`config.mk`:
```
export PLATFORM = sky130hd
export DESIGN_NAME = ddrct_top
export DESIGN_NICKNAME = d
export VERILOG_FILES = /design/src/ddrct_pkg.sv /design/src/ddrct_regs.sv /design/src/ddrct_sync.sv /design/src/ddrct_top.sv
export SDC_FILE = /design/constraint.sdc
export NUM_CORES = 1
export LEC_CHECK = 0
export BUFFER_PORTS_ARGS = -buffer_cell sky130_fd_sc_hd__buf_4
export CAP_MARGIN = 20
export CORE_MARGIN = 8
export CORE_UTILIZATION = 35
export DETAILED_ROUTE_END_ITERATION = 8
export HOLD_SLACK_MARGIN = 0.1
export PLACE_DENSITY_LB_ADDON = 0.15
export SLEW_MARGIN = 20
export SYNTH_ARGS = -nofsm -noshare
export SYNTH_HDL_FRONTEND = slang
export SYNTH_SLANG_ARGS = --single-unit
```
`constraint.sdc`:
```
create_clock -name clk_i -period 2.8 [get_ports clk_i]
set_input_delay 0.28 -clock clk_i [delete_from_list [all_inputs] [get_ports clk_i]]
set_output_delay 0.28 -clock clk_i [all_outputs]
set_load 0.05 [all_outputs]
```
`src/ddrct_pkg.sv`:
```
package ddrct_pkg;

    ////////////////////////////////////////////////////////////////////////////////
    // link command encoding and pin bundle
    typedef enum logic [2:0] {
        CMD_DES,
        CMD_MRS,
        CMD_ACT,
        CMD_READ,
        CMD_WRITE,
        CMD_PRE,
        CMD_REF,
        CMD_RDA
    } ddrct_cmd_type;

    typedef struct packed {
        logic          cke;
        ddrct_cmd_type cmd;
        logic [2:0]    ba;
        logic [13:0]   addr;
    } ddrct_link_type;

    typedef struct packed {
        logic dll_en;
        logic crc_en;
        logic dm_en;
        logic dbi_en;
    } ddrct_ctrl_type;

    ////////////////////////////////////////////////////////////////////////////////
    // mode register selects and field positions
    localparam logic [2:0] MR_ZERO  = 3'h0;
    localparam logic [2:0] MR_TWO   = 3'h2;
    localparam logic [2:0] MR_THREE = 3'h3;
    localparam logic [2:0] MR_FOUR  = 3'h4;
    localparam logic [2:0] MR_SEVEN = 3'h7;

    localparam int MR0_BURST_POS = 0;
    localparam int MR0_RL_POS    = 2;
    localparam int MR0_WR_POS    = 9;
    localparam int MR2_WL_POS    = 0;
    localparam int MR3_MPR_POS   = 2;
    localparam int MR4_TGL_POS   = 11;
    localparam int MR4_WPRE_POS  = 12;

    localparam logic [1:0] BURST_BL8_FIXED = 2'h0;
    localparam logic [1:0] BURST_OTF       = 2'h1;
    localparam logic [1:0] BURST_BC4_FIXED = 2'h2;

    ////////////////////////////////////////////////////////////////////////////////
    // counts in link clock cycles, and the grade floor
    localparam logic [7:0] WR_START_LONG  = 8'h04;
    localparam logic [7:0] WR_START_SHORT = 8'h02;
    localparam logic [7:0] BURST_NCK      = 8'h04;
    localparam logic [7:0] MR7_GAP_NCK    = 8'h05;
    localparam int         DLL_LOCK_DEF   = 512;
    localparam int         ROW_BUSY_DEF   = 16;
    localparam int         REFRESH_DEF    = 64;
    localparam int         MPR_GAP_DEF    = 8;
    localparam logic [15:0] GRADE_FLOOR   = 16'h0640;

    ////////////////////////////////////////////////////////////////////////////////
    // register map and reset values
    localparam logic [7:0]  OFS_CTRL   = 8'h00;
    localparam logic [7:0]  OFS_STATUS = 8'h04;
    localparam logic [7:0]  OFS_GRADE  = 8'h08;
    localparam logic [7:0]  OFS_MODE   = 8'h0C;
    localparam logic [3:0]  CTRL_RST   = 4'h0;
    localparam logic [15:0] GRADE_RST  = 16'h0960;

    localparam int ST_LOCKED  = 0;
    localparam int ST_PDOWN   = 1;
    localparam int ST_CRCDM   = 2;
    localparam int ST_DBI     = 3;
    localparam int ST_RDREF   = 4;
    localparam int ST_MR7     = 5;
    localparam int ST_MPR     = 6;
    localparam int ST_GRADE   = 16;

endpackage : ddrct_pkg

```
`src/ddrct_regs.sv`:
```
`timescale 1ns/1ps
module ddrct_regs
    import ddrct_pkg::*;
(
    input  wire logic                  clk_i,
    input  wire logic                  rst_i,
    input  wire logic [7:0]            wb_adr_i,
    input  wire logic [31:0]           wb_dat_i,
    input  wire logic                  wb_we_i,
    input  wire logic [3:0]            wb_sel_i,
    input  wire logic                  wb_stb_i,
    input  wire logic                  wb_cyc_i,
    output logic                       wb_ack_o,
    output logic      [31:0]           wb_dat_o,
    input  wire logic [31:0]           status_i,
    input  wire logic [31:0]           mode_i,
    output ddrct_pkg::ddrct_ctrl_type  ctrl_o,
    output logic      [15:0]           grade_o,
    output logic      [2:0]            flag_clr_o
);
    logic        req;
    logic        wr_go;
    logic [31:0] rdata;

    assign req   = wb_cyc_i && wb_stb_i;
    assign wr_go = req && wb_we_i && wb_ack_o;
    assign rdata = (wb_adr_i == OFS_CTRL)   ? {28'h0000000, ctrl_o} :
                   (wb_adr_i == OFS_STATUS) ? status_i :
                   (wb_adr_i == OFS_GRADE)  ? {16'h0000, grade_o} :
                   (wb_adr_i == OFS_MODE)   ? mode_i : 32'h00000000;

    ////////////////////////////////////////////////////////////////////////////////
    // one wait state, write lands on the edge that sees ack
    always_ff @(posedge clk_i) begin
        if (rst_i) begin
            wb_ack_o   <= 1'b0;
            wb_dat_o   <= 32'h00000000;
            ctrl_o     <= CTRL_RST;
            grade_o    <= GRADE_RST;
            flag_clr_o <= 3'h0;
        end else begin
            wb_ack_o   <= req && !wb_ack_o;
            wb_dat_o   <= rdata;
            flag_clr_o <= 3'h0;
            if (wr_go && wb_adr_i == OFS_CTRL && wb_sel_i[0]) begin
                ctrl_o <= ddrct_ctrl_type'(wb_dat_i[3:0]);
            end
            if (wr_go && wb_adr_i == OFS_GRADE) begin
                if (wb_sel_i[0]) grade_o[7:0]  <= wb_dat_i[7:0];
                if (wb_sel_i[1]) grade_o[15:8] <= wb_dat_i[15:8];
            end
            if (wr_go && wb_adr_i == OFS_STATUS && wb_sel_i[0]) begin
                flag_clr_o <= wb_dat_i[ST_MPR:ST_RDREF];
            end
        end
    end

endmodule : ddrct_regs

```
`src/ddrct_sync.sv`:
```
`timescale 1ns/1ps
module ddrct_sync #(
    parameter int WIDTH = 1
) (
    input  wire logic             clk_i,
    input  wire logic             rst_i,
    input  wire logic [WIDTH-1:0] d_i,
    output logic      [WIDTH-1:0] q_o
);
    logic [WIDTH-1:0] meta;

    ////////////////////////////////////////////////////////////////////////////////
    // two flops, first one read only by the second
    always_ff @(posedge clk_i) begin
        if (rst_i) begin
            meta <= '0;
            q_o  <= '0;
        end else begin
            meta <= d_i;
            q_o  <= meta;
        end
    end

endmodule : ddrct_sync

```
`src/ddrct_top.sv`:
```
`timescale 1ns/1ps
// Summary of operation
// - eight-beat bursts start the internal write four link cycles after write latency.
// - on-the-fly four-beat chop also starts internal write four cycles after latency.
// - mode-fixed four-beat chop starts internal write two cycles after write latency.
// - write recovery in cycles is the count programmed in mode register zero.
// - clock enable may drop while rows are busy; power-down waits for them.
// - below the 1600 grade, the 1600 grade timing values govern.
// - mode register four bit 11 selects one or two clock toggle read preamble.
// - mode register four bit 12 selects one or two clock write preamble.
// - two-clock toggle preamble drives the strobe one clock earlier.
// - bus inversion exists only for byte and sixteen-bit organisations.
module ddrct_top
    import ddrct_pkg::*;
#(
    parameter int ORG_WIDTH    = 8,
    parameter int DLL_LOCK_NCK = DLL_LOCK_DEF,
    parameter int ROW_BUSY_NCK = ROW_BUSY_DEF,
    parameter int REFRESH_NCK  = REFRESH_DEF,
    parameter int MPR_GAP_NCK  = MPR_GAP_DEF
) (
    input  wire logic                  clk_i,
    input  wire logic                  rst_i,
    input  wire logic [7:0]            wb_adr_i,
    input  wire logic [31:0]           wb_dat_i,
    input  wire logic                  wb_we_i,
    input  wire logic [3:0]            wb_sel_i,
    input  wire logic                  wb_stb_i,
    input  wire logic                  wb_cyc_i,
    output logic                       wb_ack_o,
    output logic      [31:0]           wb_dat_o,
    input  wire logic                  ck_i,
    input  wire ddrct_pkg::ddrct_link_type link_i,
    output logic                       write_start_o,
    output logic                       dqs_oe_o,
    output logic                       write_preamble_two_o,
    output logic                       powered_down_o,
    output logic                       dll_locked_o,
    output logic                       dbi_active_o,
    output logic      [4:0]            write_recovery_o
);
    import ddrct_pkg::*;

    ////////////////////////////////////////////////////////////////////////////////
    // parameter checks
    if (!(ORG_WIDTH == 4 || ORG_WIDTH == 8 || ORG_WIDTH == 16)) begin : g_chk_org
        $error("organisation width must be 4, 8 or 16");
    end
    if (DLL_LOCK_NCK < 2 || DLL_LOCK_NCK > 1023) begin : g_chk_dll
        $error("lock count out of range");
    end
    if (ROW_BUSY_NCK < 1 || ROW_BUSY_NCK > 255 || REFRESH_NCK < 1 || REFRESH_NCK > 255
        || MPR_GAP_NCK < 1 || MPR_GAP_NCK > 255) begin : g_chk_cnt
        $error("busy counts out of range");
    end

    localparam logic [9:0] LOCK_LAST = 10'(DLL_LOCK_NCK - 1);
    localparam logic [7:0] ROW_LOAD  = 8'(ROW_BUSY_NCK);
    localparam logic [7:0] REF_LOAD  = 8'(REFRESH_NCK);
    localparam logic [7:0] MPR_LOAD  = 8'(MPR_GAP_NCK);

    ////////////////////////////////////////////////////////////////////////////////
    // declarations
    ddrct_link_type           lk;
    logic                     ck_s;
    logic                     ck_d;
    logic                     ck_rise;
    logic [$bits(ddrct_link_type):0] sync_q;
    ddrct_ctrl_type           ctrl;
    logic [15:0]              grade;
    logic [2:0]               flag_clr;
    logic [31:0]              status_word;
    logic [31:0]              mode_word;

    logic [1:0]               burst_mode;
    logic [4:0]               read_latency;
    logic [4:0]               write_latency;
    logic [4:0]               wr_cycles;
    logic                     mpr_on;
    logic                     tgl_pre2;
    logic [9:0]               lock_cnt;
    logic [7:0]               wr_cnt;
    logic [7:0]               wr_rec_cnt;
    logic [7:0]               rd_cnt;
    logic [7:0]               row_busy;
    logic [7:0]               mr7_gap;
    logic [7:0]               mpr_gap;
    logic                     pd_req;
    logic                     flag_rd_refused;
    logic                     flag_mr7;
    logic                     flag_mpr;
    logic [15:0]              eff_grade;

    logic                     is_mrs;
    logic                     is_wr;
    logic                     is_rd;
    logic                     is_row;
    logic                     is_ref;
    logic                     non_mrs;
    logic                     rd_take;
    logic                     rd_refuse;
    logic                     bc4_fixed;
    logic                     wr_fire;
    logic                     rd_end;
    logic                     busy;
    logic                     mr7_bad;
    logic                     mpr_bad;
    logic [7:0]               wr_load;
    logic [7:0]               pre_len;
    logic                     next_dqs;
    logic                     next_pd;

    ////////////////////////////////////////////////////////////////////////////////
    // link pins into the clk_i domain, link clock edge detect
    ddrct_sync #(
        .WIDTH ($bits(ddrct_link_type) + 1)
    ) u_sync (
        .clk_i (clk_i),
        .rst_i (rst_i),
        .d_i   ({ck_i, link_i}),
        .q_o   (sync_q)
    );

    assign ck_s    = sync_q[$bits(ddrct_link_type)];
    assign lk      = ddrct_link_type'(sync_q[$bits(ddrct_link_type)-1:0]);
    assign ck_rise = ck_s && !ck_d;

    ////////////////////////////////////////////////////////////////////////////////
    // register slave
    ddrct_regs u_regs (
        .clk_i      (clk_i),
        .rst_i      (rst_i),
        .wb_adr_i   (wb_adr_i),
        .wb_dat_i   (wb_dat_i),
        .wb_we_i    (wb_we_i),
        .wb_sel_i   (wb_sel_i),
        .wb_stb_i   (wb_stb_i),
        .wb_cyc_i   (wb_cyc_i),
        .wb_ack_o   (wb_ack_o),
        .wb_dat_o   (wb_dat_o),
        .status_i   (status_word),
        .mode_i     (mode_word),
        .ctrl_o     (ctrl),
        .grade_o    (grade),
        .flag_clr_o (flag_clr)
    );

    assign status_word = {eff_grade, 9'h000, flag_mpr, flag_mr7, flag_rd_refused,
                          dbi_active_o, ctrl.crc_en && ctrl.dm_en,
                          powered_down_o, dll_locked_o};
    assign mode_word   = {13'h0000, write_preamble_two_o, tgl_pre2, burst_mode,
                          wr_cycles, read_latency, write_latency};

    ////////////////////////////////////////////////////////////////////////////////
    // command decode on link clock rising edges
    assign is_mrs    = ck_rise && lk.cmd == CMD_MRS && !powered_down_o;
    assign is_wr     = ck_rise && lk.cmd == CMD_WRITE;
    assign is_rd     = ck_rise && (lk.cmd == CMD_READ || lk.cmd == CMD_RDA);
    assign is_row    = ck_rise && (lk.cmd == CMD_ACT || lk.cmd == CMD_PRE || lk.cmd == CMD_RDA);
    assign is_ref    = ck_rise && lk.cmd == CMD_REF;
    assign non_mrs   = ck_rise && lk.cmd != CMD_DES && lk.cmd != CMD_MRS;
    assign rd_take   = is_rd && dll_locked_o;
    assign rd_refuse = is_rd && !dll_locked_o;
    assign bc4_fixed = burst_mode == BURST_BC4_FIXED;
    assign wr_load   = {3'h0, write_latency} + (bc4_fixed ? WR_START_SHORT : WR_START_LONG);
    assign wr_fire   = ck_rise && wr_cnt == 8'h01;
    assign rd_end    = ck_rise && rd_cnt == 8'h01;
    assign pre_len   = tgl_pre2 ? 8'h02 : 8'h01;
    assign next_dqs  = rd_cnt != 8'h00 && rd_cnt <= BURST_NCK + pre_len;
    assign busy      = row_busy != 8'h00 || wr_rec_cnt != 8'h00 || wr_cnt != 8'h00
                       || rd_cnt != 8'h00;
    assign next_pd   = pd_req && !busy;
    assign mr7_bad   = non_mrs && mr7_gap != 8'h00;
    assign mpr_bad   = is_mrs && lk.ba == MR_THREE && mpr_gap != 8'h00;

    ////////////////////////////////////////////////////////////////////////////////
    // mode registers
    always_ff @(posedge clk_i) begin
        if (rst_i) begin
            burst_mode           <= BURST_BL8_FIXED;
            read_latency         <= 5'h0B;
            write_latency        <= 5'h09;
            wr_cycles            <= 5'h0A;
            mpr_on               <= 1'b0;
            tgl_pre2             <= 1'b0;
            write_preamble_two_o <= 1'b0;
        end else if (is_mrs) begin
            if (lk.ba == MR_ZERO) begin
                burst_mode   <= lk.addr[MR0_BURST_POS +: 2];
                read_latency <= lk.addr[MR0_RL_POS +: 5];
                wr_cycles    <= lk.addr[MR0_WR_POS +: 5];
            end
            if (lk.ba == MR_TWO) write_latency <= lk.addr[MR2_WL_POS +: 5];
            if (lk.ba == MR_THREE) mpr_on <= lk.addr[MR3_MPR_POS];
            if (lk.ba == MR_FOUR) begin
                tgl_pre2             <= lk.addr[MR4_TGL_POS];
                write_preamble_two_o <= lk.addr[MR4_WPRE_POS];
            end
        end
    end

    ////////////////////////////////////////////////////////////////////////////////
    // write start, write recovery and read strobe timers
    always_ff @(posedge clk_i) begin
        if (rst_i) begin
            ck_d          <= 1'b0;
            wr_cnt        <= 8'h00;
            wr_rec_cnt    <= 8'h00;
            rd_cnt        <= 8'h00;
            write_start_o <= 1'b0;
            dqs_oe_o      <= 1'b0;
        end else begin
            ck_d          <= ck_s;
            write_start_o <= wr_fire;
            dqs_oe_o      <= next_dqs;
            if (is_wr) wr_cnt <= wr_load;
            else if (ck_rise && wr_cnt != 8'h00) wr_cnt <= wr_cnt - 8'h01;
            if (wr_fire) wr_rec_cnt <= {3'h0, wr_cycles};
            else if (ck_rise && wr_rec_cnt != 8'h00) wr_rec_cnt <= wr_rec_cnt - 8'h01;
            if (rd_take) rd_cnt <= {3'h0, read_latency} + BURST_NCK;
            else if (ck_rise && rd_cnt != 8'h00) rd_cnt <= rd_cnt - 8'h01;
        end
    end

    ////////////////////////////////////////////////////////////////////////////////
    // row activity, spacing windows, power-down
    always_ff @(posedge clk_i) begin
        if (rst_i) begin
            row_busy       <= 8'h00;
            mr7_gap        <= 8'h00;
            mpr_gap        <= 8'h00;
            pd_req         <= 1'b0;
            powered_down_o <= 1'b0;
        end else begin
            if (is_row) row_busy <= ROW_LOAD;
            else if (is_ref) row_busy <= REF_LOAD;
            else if (ck_rise && row_busy != 8'h00) row_busy <= row_busy - 8'h01;
            if (is_mrs && lk.ba == MR_SEVEN) mr7_gap <= MR7_GAP_NCK;
            else if (ck_rise && mr7_gap != 8'h00) mr7_gap <= mr7_gap - 8'h01;
            if (rd_end && mpr_on) mpr_gap <= MPR_LOAD;
            else if (ck_rise && mpr_gap != 8'h00) mpr_gap <= mpr_gap - 8'h01;
            if (ck_rise) pd_req <= !lk.cke;
            powered_down_o <= next_pd;
        end
    end

    ////////////////////////////////////////////////////////////////////////////////
    // lock, sticky flags, grade floor, inversion
    always_ff @(posedge clk_i) begin
        if (rst_i) begin
            lock_cnt         <= 10'h000;
            dll_locked_o     <= 1'b0;
            flag_rd_refused  <= 1'b0;
            flag_mr7         <= 1'b0;
            flag_mpr         <= 1'b0;
            eff_grade        <= GRADE_FLOOR;
            dbi_active_o     <= 1'b0;
            write_recovery_o <= 5'h0A;
        end else begin
            if (!ctrl.dll_en) begin
                lock_cnt     <= 10'h000;
                dll_locked_o <= 1'b0;
            end else if (ck_rise && !dll_locked_o) begin
                lock_cnt     <= lock_cnt + 10'h001;
                dll_locked_o <= lock_cnt == LOCK_LAST;
            end
            flag_rd_refused  <= rd_refuse || (flag_rd_refused && !flag_clr[0]);
            flag_mr7         <= mr7_bad || (flag_mr7 && !flag_clr[1]);
            flag_mpr         <= mpr_bad || (flag_mpr && !flag_clr[2]);
            eff_grade        <= (grade < GRADE_FLOOR) ? GRADE_FLOOR : grade;
            dbi_active_o     <= ctrl.dbi_en && ORG_WIDTH != 4;
            write_recovery_o <= wr_cycles;
        end
    end
endmodule : ddrct_top

```
# Yosys cells after proc, flatten, opt, wreduce, memory -nomap -nowiden

Cells that the tools add are included.
Widths: inputs -> output; s select.

Add/sub/neg operators: 10
Order comparisons: 2
Equality and inequality tests: 19
Mux-type cells: 19
Bitwise logic cells: 2
Reductions and logical operators: 90

Operators by type and width:

| kind                  | number |
|---|---|
| $mux 32               | 2 |
| $reduce_bool 8->1     | 6 |
| $sub 8x1->8 const B   | 6 |
| $logic_and 1x1->1     | 40 |
| $mux 8                | 4 |
| $mux 19               | 1 |
| $eq 3x3->1 const B    | 6 |
| $eq 8x1->1 const B    | 2 |
| $eq 8x4->1 const B    | 2 |
| $lt 16x11->1 const B  | 1 |
| $reduce_or 2->1       | 8 |
| $mux 5                | 3 |
| $mux 7                | 2 |
| $eq 3x2->1 const B    | 4 |
| $mux 4                | 3 |
| $reduce_and 2->1      | 6 |
| $reduce_bool 2->1     | 6 |
| $add 10x1->10 const B | 1 |
| $eq 10x9->1 const B   | 1 |
| $logic_not 1->1       | 9 |
| $logic_or 1x1->1      | 9 |
| $mux 3                | 3 |
| $eq 8x3->1 const B    | 1 |
| $le 8x4->1            | 1 |
| other kinds (12)      | 15 |

Flip-flop bits (word level): 209
Input port bits: 71
Logic and storage cells: 186

# Logic depth before layout (Yosys ltp)

Gate-level depths: netlist of the first run.

Depth in word-level cells: 7
Gate-level depth with buffers: 8
Mapped depth without buffers: 7

# Hierarchy

Synthesis of the first run repeated with hierarchy kept, for this count alone.

Cell total of the unflattened synthesis: 878
Area, all modules: 8650.8 µm²

Modules (own cells, without submodules):

| module     | times used | cells an instance | area each (µm²) | seq. area each (µm²) |
|---|---|---|---|---|
| ddrct_top  | 1          | 560               | 5104.9          | 2182.1 |
| ddrct_regs | 1          | 226               | 2369.8          | 1121.1 |
| ddrct_sync | 1          | 92                | 1176.1          | 880.8 |

# Least setup slack after synthesis of the first run

Ideal clock, no wire load.

Path type: register to register
Start point: reg powered_down_o
End point: reg mr7_gap[1]
Setup time: 0.134 ns
Arrival: 1.919 ns
Required time: 2.666 ns
Setup slack: 0.748 ns
Cell stages (with the launch flop): 6
Path buffers: 1
Cells stage by stage: dfxtp_1 or4b_1 clkbuf_1 or4_1 nand2b_1 a211oi_1

Cells in the longest elaborated chain, start to end: 4

Ends and longest elaborated chain:

| element                          | RTL line         | source |
|---|---|---|
| start: declaration               | ddrct_top.sv:37  | `output logic powered_down_o,` |
| start signal: assignment         | ddrct_top.sv:243 | `powered_down_o <= next_pd;` |
| $logic_not 1->1                  | ddrct_top.sv:156 | `assign is_mrs = ck_rise && lk.cmd == CMD_MRS && !powered_down_o;` |
| $logic_and 1x1->1                | ddrct_top.sv:156 |  |
| $logic_and 1x1->1                | ddrct_top.sv:238 | `if (is_mrs && lk.ba == MR_SEVEN) mr7_gap <= MR7_GAP_NCK;` |
| $reduce_or 2->1 (no source line) | --               |  |
| end signal: assignment           | ddrct_top.sv:239 | `else if (ck_rise && mr7_gap != 8'h00) mr7_gap <= mr7_gap - 8'h01;` |
| end: declaration                 | ddrct_top.sv:86  | `logic [7:0] mr7_gap;` |

Every way passes these cells.
A chain may end at the register's enable or synchronous reset.

# Final worst setup path of the first run

Start point: reg powered_down_o
End point: reg burst_mode[0]

Cells in the longest elaborated chain, start to end: 3

Ends and longest elaborated chain:

| element                           | RTL line         | source |
|---|---|---|
| $logic_not 1->1                   | ddrct_top.sv:156 |  |
| $logic_and 1x1->1                 | ddrct_top.sv:156 |  |
| $reduce_and 2->1 (no source line) | --               |  |
| end signal: assignment            | ddrct_top.sv:189 | `burst_mode <= lk.addr[MR0_BURST_POS +: 2];` |
| end: declaration                  | ddrct_top.sv:75  | `logic [1:0] burst_mode;` |

Every way passes these cells.

==> key figures, run 1 <==
Power
  • Leakage power: between 0.004 and 0.005 uW
  • Comb pwr share: 6.1%
  • Seq pwr share: between 40 and 50%
  • Switch share: ~22%
  • P_int: 5190 uW
  • Peak VDD IR: 0.499 mV
  • Clk network pwr share: 48.6%
  • Net Sw Power: roughly 1400 uW
  • Pwr Total: 6630 uW
  • PwrDens: 624 nW/um2

Route
  • Routed Antenna Nets: 0
  • WL per Instance: 15.1 um
  • DRC errors left: 0
  • DR pass1 iterations: 4
  • Vias per inst: 4.76
  • Via count: about 6,300
  • 1st-iter DRT viols: between 300 and 400
  • Routed WL: between 20 and 25 mm

Yosys
  • Most common cell in the netlist: dfxtp_1
  • Register bit total from synthesis: 205
  • Async SR Flop Fraction: 0%
  • Synth Warn #: 0
  • Top cell type's share of synthesized area: approximately half
  • Synth cell count leaders: 205 x dfxtp_1, 94 x nor2_1, 60 x nor2b_1
  • Synth Net Count: 939
  • Sequential area share after synthesis: 49.8%
  • Synth cell types: 63
  • Area contributors post-synth: dfxtp_1 50%, mux2i_1 5.3%, nor2b_1 4.6%, nor2_1 4.3%, ha_1 2.9%
  • Number of synthesized flops with an enable pin: 0
  • Cells after Synth: 848
  • Syn Area/Cell: a little under 10 um2
  • Post-synth top flop: dfxtp_1
  • Area leader, netlist: dfxtp_1
  • Synth Cell Area: between 8000 and 9000 um2

Setup path
  • Req. time, crit path: 3.18 ns
  • WP data arrival: 2.58 ns
  • Setup crit end: burst_mode[0]$_SDFFE_PP0P_
  • CP Capture Type: register
  • Reg2Reg Setup Slack: 0.61 ns
  • Critical R2R Capture: burst_mode[0]$_SDFFE_PP0P_
  • Critical path class: reg -> reg
  • Worst R2R Path Depth: 5
  • Max stage delay on crit path: ~0.71 ns
  • Reg-to-Reg Start: powered_down_o$_SDFF_PP0_
  • Worst setup SP type: register
  • Crit-path cells: or4b_1 > nor4b_2 > buf_4 > mux2i_1 > nor2_1
  • Worst path slowest cell: or4b_1
  • CP max FO: 15
  • Crit path launch: powered_down_o$_SDFF_PP0_

Global routing
  • Wire length of the first global-routing pass: 33.0 mm
  • Vias in the first global route: 6,287
  • Largest net degree at the start of global routing: 57
  • Remaining global-route overflow: 0
  • Initial antenna violation count: 0
  • GRT Util Overall: 13.9%

Clock network
  • H-tree levels: 1
  • Resized Gates After CTS: 0
  • Root Driver: clkbuf_16
  • CTS tree: built
  • Worst-path clk slew: 0.06 ns
  • Clock Path Buffers: 3
  • CTS Buf Count: 24
  • Post-CTS setup buffer count: 0
  • Clk sink count: a little over 200
  • Clk_lat worst skew: ~0.5 ns

Floorplan
  • Row cnt: 56
  • Starting Density: between 30% and 40%
  • Die Y: ~170 um
  • Boundary Pins: 115
  • Core area: about 23,000 um2
  • Die area: 28,700 um2
  • Die Wd: 169 um

Placement
  • Count of input and output buffers: 94
  • DP HPWL: 14.0 mm
  • Gp weighted congestion: 0.790

Min path
  • Hold_sp: wb_adr_i[3]
  • Hold Path Class: in -> reg

Timing
  • TNS Setup: 0 ns
  • Rel. slew slack: 54.0%
  • Min Clock Period, post-route: about 2.2 ns
  • RSZ-0062 raised after global routing: no
  • Setup violators final: 0
  • Max Clk Rate: 0.456 GHz
  • Crit share post-route: 78.4%
  • Final max-slew violation count: 0
  • Clock skew: between 0.01 and 0.015 ns
  • Final hold slack: 0.211 ns
  • Final hold vios: 0
  • Tightest Pin Transition: 0.683 ns

Final layout
  • Nets@finish: 1,083
  • Layout cell share with drive strength beyond 1: 18.1%
  • Area Overhead vs Synth: 29.0%
  • Antenna cells: 0

Job
  • Maximum Capacitance Violations: 0

Outcome
  • Outcome: finished clean
metal layers:
layer	global-route usage (%)	part of all wire, %
met1	19.4	49
met2	22.0	45
met3	2.19	3.9
met4	3.69	2.3
met5	0	0
what timing repair did:
| item | 4_1_cts | 5_1_grt |
|---|---|---|
| endpoints found under the setup margin | 0 | 0 |
| hold endpoints to repair | 44 | 0 |
| hold buffers | 43 | 0 |
state kept, by name (all words and copies together) (netlist names), 2 cells and up:
register,count
u_regs.wb_dat_o,32
u_sync.meta,20
u_sync.q_o,20
eff_grade,16
u_regs.grade_o,16
lock_cnt,10
mpr_gap,8
mr7_gap,8
rd_cnt,8
row_busy,8
wr_cnt,8
wr_rec_cnt,8
read_latency,5
wr_cycles,5
write_latency,5
write_recovery_o,5
u_regs.ctrl_o,4
u_regs.flag_clr_o,3
burst_mode,2
metrics by stage:
step | area (um2) | util (%) | std cells | setup slack [ns]
after floorplan | 8240 | - | 848 | 0.748
after global placement | 9350 | 40.1 | 1242 | 0.650
after detailed placement | 9350 | 40.1 | 1242 | 0.607
after CTS | 10600 | 45.5 | 1328 | 0.597
after global routing | 10600 | 45.6 | 1328 | 0.428
final | 10600 | 45.6 | 1328 | 0.605
power by group through the flow:
stage               clock, uW  sequential [uW]  combinational (uW)
floorplan                   0             3060                 223
global placement            0             3060                 361
detailed placement          0             3060                 364
CTS                      3330             3000                 409
global route             3450             3000                 448
finish                   3220             3000                 406
critical path, delay by kind of cell (launching register included):
kind | cells | cell delay (ns)
buffers and inverters | 1 | 0.31
and+or+nand+nor | 3 | 1.16
DFF | 1 | 0.37
muxes | 1 | 0.21
worst min path at each step:
| stage | slack, ns | to | cells after the start |
|---|---|---|---|
| floorplan | 0.39 | pd_req$_SDFFE_PP0P_ | 1 |
| global placement | 0.41 | u_regs.wb_dat_o[24]$_SDFF_PP0_ | 1 |
| detailed placement | 0.41 | u_regs.wb_dat_o[20]$_SDFF_PP0_ | 1 |
| CTS | 0.20 | u_regs.wb_dat_o[18]$_SDFF_PP0_ | 3 |
| global route | 0.22 | u_regs.wb_dat_o[18]$_SDFF_PP0_ | 3 |
| finish | 0.21 | u_regs.wb_dat_o[18]$_SDFF_PP0_ | 3 |
layout make-up:
| cell class | instances | area, um2 |
|---|---|---|
| clock inverter | 7 | 100 |
| fill | 2261 | 12700 |
| tap | 319 | 399 |
| sequential | 205 | 4100 |
| timing repair buffer | 158 | 1290 |
| multi-input combinational | 574 | 3880 |
| inverter | 29 | 109 |
| clock buffer | 36 | 746 |
cell usage in the layout, fill, tap and decap left out, types with 4 or more instances in the layout:
| cell type | instances |
|---|---|
| nor4_1 | 5 |
| mux2i_1 | 44 |
| a211o_1 | 4 |
| inv_1 | 29 |
| and2_1 | 32 |
| clkbuf_8 | 10 |
| ha_1 | 19 |
| nor4_2 | 4 |
| a211oi_1 | 27 |
| dfxtp_1 | 205 |
| xor2_1 | 14 |
| a2111oi_0 | 4 |
| or2_2 | 5 |
| a21oi_1 | 35 |
| nor2_1 | 94 |
| a31oi_1 | 8 |
| nand4_1 | 9 |
| nand2_1 | 28 |
| nand3_1 | 16 |
| and4_1 | 6 |
| clkbuf_16 | 24 |
| dlygate4sd3_1 | 43 |
| nand3b_1 | 4 |
| or4_1 | 8 |
| nor3_1 | 18 |
| nor3b_1 | 9 |
| nand2b_1 | 20 |
| nor2b_1 | 60 |
| or3_1 | 9 |
| and3_1 | 5 |
| buf_4 | 115 |
| xnor2_1 | 20 |
| o21ai_0 | 18 |
kinds of logic (layout without fill, tap and decap cells):
logic type | count (synthesis) | in the layout | share of synthesized area [%]
DFF | 205 | 205 | 49.8
AOI/OAI and AO/OA | 117 | 117 | 9.30
and+or+nand+nor | 354 | 354 | 24.5
xor gates and xnor gates | 34 | 34 | 3.61
buffers and inverters | 69 | 230 | 3.28
adders and majority gates | 20 | 20 | 3.13
muxes | 49 | 49 | 6.43
No activity file was read; power rests on OpenSTA's default activity.
==> inputs of run 2 (changes only) <==
--- a/config.mk
+++ b/config.mk
@@ -5,6 +5,7 @@
 export SDC_FILE = /design/constraint.sdc
 export NUM_CORES = 1
 export LEC_CHECK = 0
+export ABC_AREA = 1
 export BUFFER_PORTS_ARGS = -buffer_cell sky130_fd_sc_hd__buf_4
 export CAP_MARGIN = 20
 export CORE_MARGIN = 8
==> constraint.sdc (replaced) <==
create_clock -name clk_i -period 2.3 [get_ports clk_i]
set_input_delay 0.23 -clock clk_i [delete_from_list [all_inputs] [get_ports clk_i]]
set_output_delay 0.23 -clock clk_i [all_outputs]
set_load 0.05 [all_outputs]
==> run 2 against run 1 <==
  * Global-route usage grew 0.30 points
  * Maximum frequency grew 24%
  * Final area grew 3.6%
  * Clock skew shrank 0.0092 ns
  * Combinational power grew 89%
  * Non-clock buffer count shrank 11
  * Largest cell class unchanged
  * Clock power grew 15%
  * First-iteration DRC count grew 5.5%
  * Critical path type unchanged
  * Worst hold slack lost 0.063 ns
  * Critical path depth grew 4
  * Register-to-register slack lost 0.07 ns
==> key figures, run 2 <==
Outcome
  • Outcome: finished clean

Yosys
  • Synth cell count leaders: 220 x nand2_1, 210 x nor2_1, 205 x dfxtp_1
  • Top cell type's share of synthesized area: 46.9% (-2.9 points)
  • Post-synth top flop: dfxtp_1
  • Area contributors post-synth: dfxtp_1 47%, nand2_1 9.4%, nor2_1 9.0%, inv_1 7.6%, nand3_1 4.5%
  • Cells after Synth: 1,188 (+40%)
  • Sequential area share after synthesis: 46.9% (-2.9 points)
  • Syn Area/Cell: 7.37 um2 (-24%)
  • Synth cell types: 41 (-35%)
  • Area leader, netlist: dfxtp_1
  • Number of synthesized flops with an enable pin: 0 (unchanged)
  • Synth Net Count: 1,279 (+36%)
  • Synth Cell Area: 8750 um2 (+6.2%)
  • Most common cell in the netlist: nand2_1
  • Async SR Flop Fraction: 0% (unchanged)
  • Synth Warn #: 0 (unchanged)
  • Register bit total from synthesis: 205 (unchanged)

Global routing
  • Initial antenna violation count: 0 (unchanged)
  • Wire length of the first global-routing pass: 36.2 mm (+9.7%)
  • Vias in the first global route: 7,126 (+13%)
  • Remaining global-route overflow: 0 (unchanged)
  • Largest net degree at the start of global routing: 62 (+8.8%)
  • GRT Util Overall: 14.2% (+0.30 points)

Setup path
  • Critical path class: reg -> reg
  • Reg2Reg Setup Slack: 0.53 ns (-0.07 ns)
  • Req. time, crit path: 2.70 ns (-0.48 ns)
  • Most common cell on crit path: nor2_1
  • Crit-path cells: inv_1 > ha_1 > inv_1 > nor2_1 > nand3_1 > nand2_1 > o21ai_0 > nor2_1 > nor2_1
  • CP Capture Type: register
  • Worst setup SP type: register
  • Max stage delay on crit path: 0.33 ns (-0.38 ns)
  • Worst path slowest cell: nand3_1
  • WP data arrival: 2.17 ns (-0.41 ns)
  • CP max FO: 9 (-6)

Final layout
  • Largest Register: u_regs.wb_dat_o
  • Nets@finish: 1,427 (+32%)
  • Area Overhead vs Synth: 25.9%
  • Antenna cells: 0 (unchanged)
  • Highest-count cells in the layout ignoring fill and taps: 220 x nand2_1, 210 x nor2_1, 205 x dfxtp_1, 178 x inv_1, 108 x buf_4
  • Largest register FFs: 32 (unchanged)
  • Final cell utilization of the core: 44.3% (-1.3 points)
  • Biggest registers after layout: u_regs.wb_dat_o (32), u_sync.meta (20), u_sync.q_o (20)
  • Commonest non-fill, non-tap cell in the layout: nand2_1
  • Layout cell share with drive strength beyond 1: 14.9% (-3.3 points)

Timing
  • Clock skew: 0.00484 ns (-0.00923 ns)
  • Final hold vios: 0 (unchanged)
  • Rel. slew slack: 54.9% (+0.83 points)
  • Min Clock Period, post-route: 1.77 ns (-0.429 ns)
  • TNS Setup: 0 ns (unchanged)
  • Setup violators final: 0 (unchanged)
  • RSZ-0062 raised after global routing: no
  • Final max-slew violation count: 0 (unchanged)
  • Crit share post-route: 76.8% (-1.6 points)
  • Max Clk Rate: 0.566 GHz (+24%)
  • Tightest Pin Transition: 0.677 ns (-0.00612 ns)

Clock network
  • Clk_lat worst skew: 0.51 ns (about the same)
  • CTS tree: built
  • H-tree levels: 1 (unchanged)
  • Worst-path clk slew: 0.06 ns (about the same)
  • Clk sink count: 205 (unchanged)
  • Clock Path Buffers: 3 (unchanged)
  • CTS Buf Count: 24 (unchanged)
  • Root Driver: clkbuf_16

Power
  • Peak VDD IR: 0.479 mV (-4.1%)
  • Leakage power: 0.00495 uW (+18%)
  • Pwr Total: 8150 uW (+23%)
  • PwrDens: 740 nW/um2 (+19%)

Placement
  • DP HPWL: 16.1 mm (+14%)
  • Gp weighted congestion: 0.830 (+5.0%)
  • Count of input and output buffers: 94 (unchanged)

Route
  • Vias per inst: 4.44 (-6.7%)
  • Routed WL: 21.7 mm (+8.4%)
  • Routed Antenna Nets: 0 (unchanged)
  • DRC errors left: 0 (unchanged)
  • Via count: 7,472 (+18%)
  • WL per Instance: 12.9 um (-14%)
  • 1st-iter DRT viols: 347 (+5.5%)
  • DR pass1 iterations: 5 (+1)

Floorplan
  • Die Y: 174 um (+2.7%)
  • Row cnt: 58 (+3.6%)
  • Core area: 24,900 um2 (+6.7%)
  • Starting Density: 35.2% (-0.17 points)
  • Boundary Pins: 115 (unchanged)
  • Die area: 30,300 um2 (+5.6%)
  • Die Wd: 174 um (+2.7%)

Min path
  • Hold Path Class: in -> reg

Job
  • Maximum Capacitance Violations: 0 (unchanged)
[run 2: cell types whose count changed after synthesis, moves of 23 or more]
cell      before  now
nand2_1       28  220
clkbuf_1      32    9
o21ai_0       18   57
mux2i_1       44    0
a211oi_1      27    1
nor2b_1       60    0
inv_1         29  178
and2_1        32    0
nor2_1        94  210
a21oi_1       35   63
nand3_1       16   79
[run 2: area by class of cell]
type,instances,area [um2]
timing repair buffer,147,1200
inverter,192,726
tap,330,413
clock buffer,37,721
clock inverter,6,55.1
sequential,205,4100
fill,2592,13900
multi-input combinational,766,3800
[run 2: what timing repair did]
action	in CTS	in global routing
endpoints found under the hold margin	45	0
resized for setup	0	0
hold buffers	39	0
setup buffers	0	0
[run 2: path summary, 6_finish.rpt]
| kind | from | to | cells past startpoint |
|---|---|---|---|
| setup / recovery | wr_cnt[1]$_SDFFE_PP0P_ | wr_rec_cnt[3]$_SDFFE_PP0P_ | 9 |
| hold / removal | rst_i | wr_cnt[1]$_SDFFE_PP0P_ | 4 |
| setup reg to reg | wr_cnt[1]$_SDFFE_PP0P_ | wr_rec_cnt[3]$_SDFFE_PP0P_ | 9 |
| hold reg to reg | u_sync.meta[20]$_SDFF_PP0_ | u_sync.q_o[20]$_SDFF_PP0_ | 2 |
[run 2: power by group]
part           switching (uW)  internal [uW]
registers                56.1           3640
clock network            1440           2260
logic                     449            319
total                    1940           6210
[run 2: kinds of logic (layout without fill, tap and decap cells)]
family / Yosys count / count (layout) / share of synthesized area [%]
adder cells (fa/ha/maj): 20 / 20 / 2.94
AO/OA/AOI/OAI: 144 / 144 / 8.95
XOR/XNOR: 19 / 19 / 1.90
AND/OR/NAND/NOR: 583 / 583 / 29.6
buffers and inverters: 217 / 382 / 9.74
flip-flops: 205 / 205 / 46.9
[run 2: per-layer routing]
| metal | GRT usage, % | up-vias | share of wire [%] | routed length [um] |
|---|---|---|---|---|
| met5 | 0 | - | 0 | 0 |
| met3 | 2.67 | 33 | 4.3 | 926 |
| met2 | 22.8 | 133 | 43 | 9370 |
| met1 | 19.1 | 3314 | 50 | 10900 |
| li1 | - | 3992 | - | - |
| met4 | 4.13 | 0 | 2.2 | 476 |
[run 2: per-stage QoR]
| stage | hold WS [ns] | std cells | setup slack (ns) | cell area, um2 |
|---|---|---|---|---|
| 3_5_place_dp | 0.396 | 1601 | 0.521 | 9850 |
| 5_1_grt | 0.167 | 1683 | 0.299 | 11000 |
| 6_report | 0.148 | 1683 | 0.535 | 11000 |
| 3_3_place_gp | 0.394 | 1601 | 0.545 | 9850 |
| 4_1_cts | 0.137 | 1683 | 0.499 | 11000 |
| 2_1_floorplan | 0.337 | 1188 | 0.707 | 8750 |
[run 2: worst max-delay path: cells and delay by family (launching register included)]
family                   cells  cell delay, ns
AND/OR/NAND/NOR              5            0.85
flip-flops                   1            0.32
adder cells (fa/ha/maj)      1            0.21
buffers and inverters        2            0.17
AO/OA/AOI/OAI                1            0.11
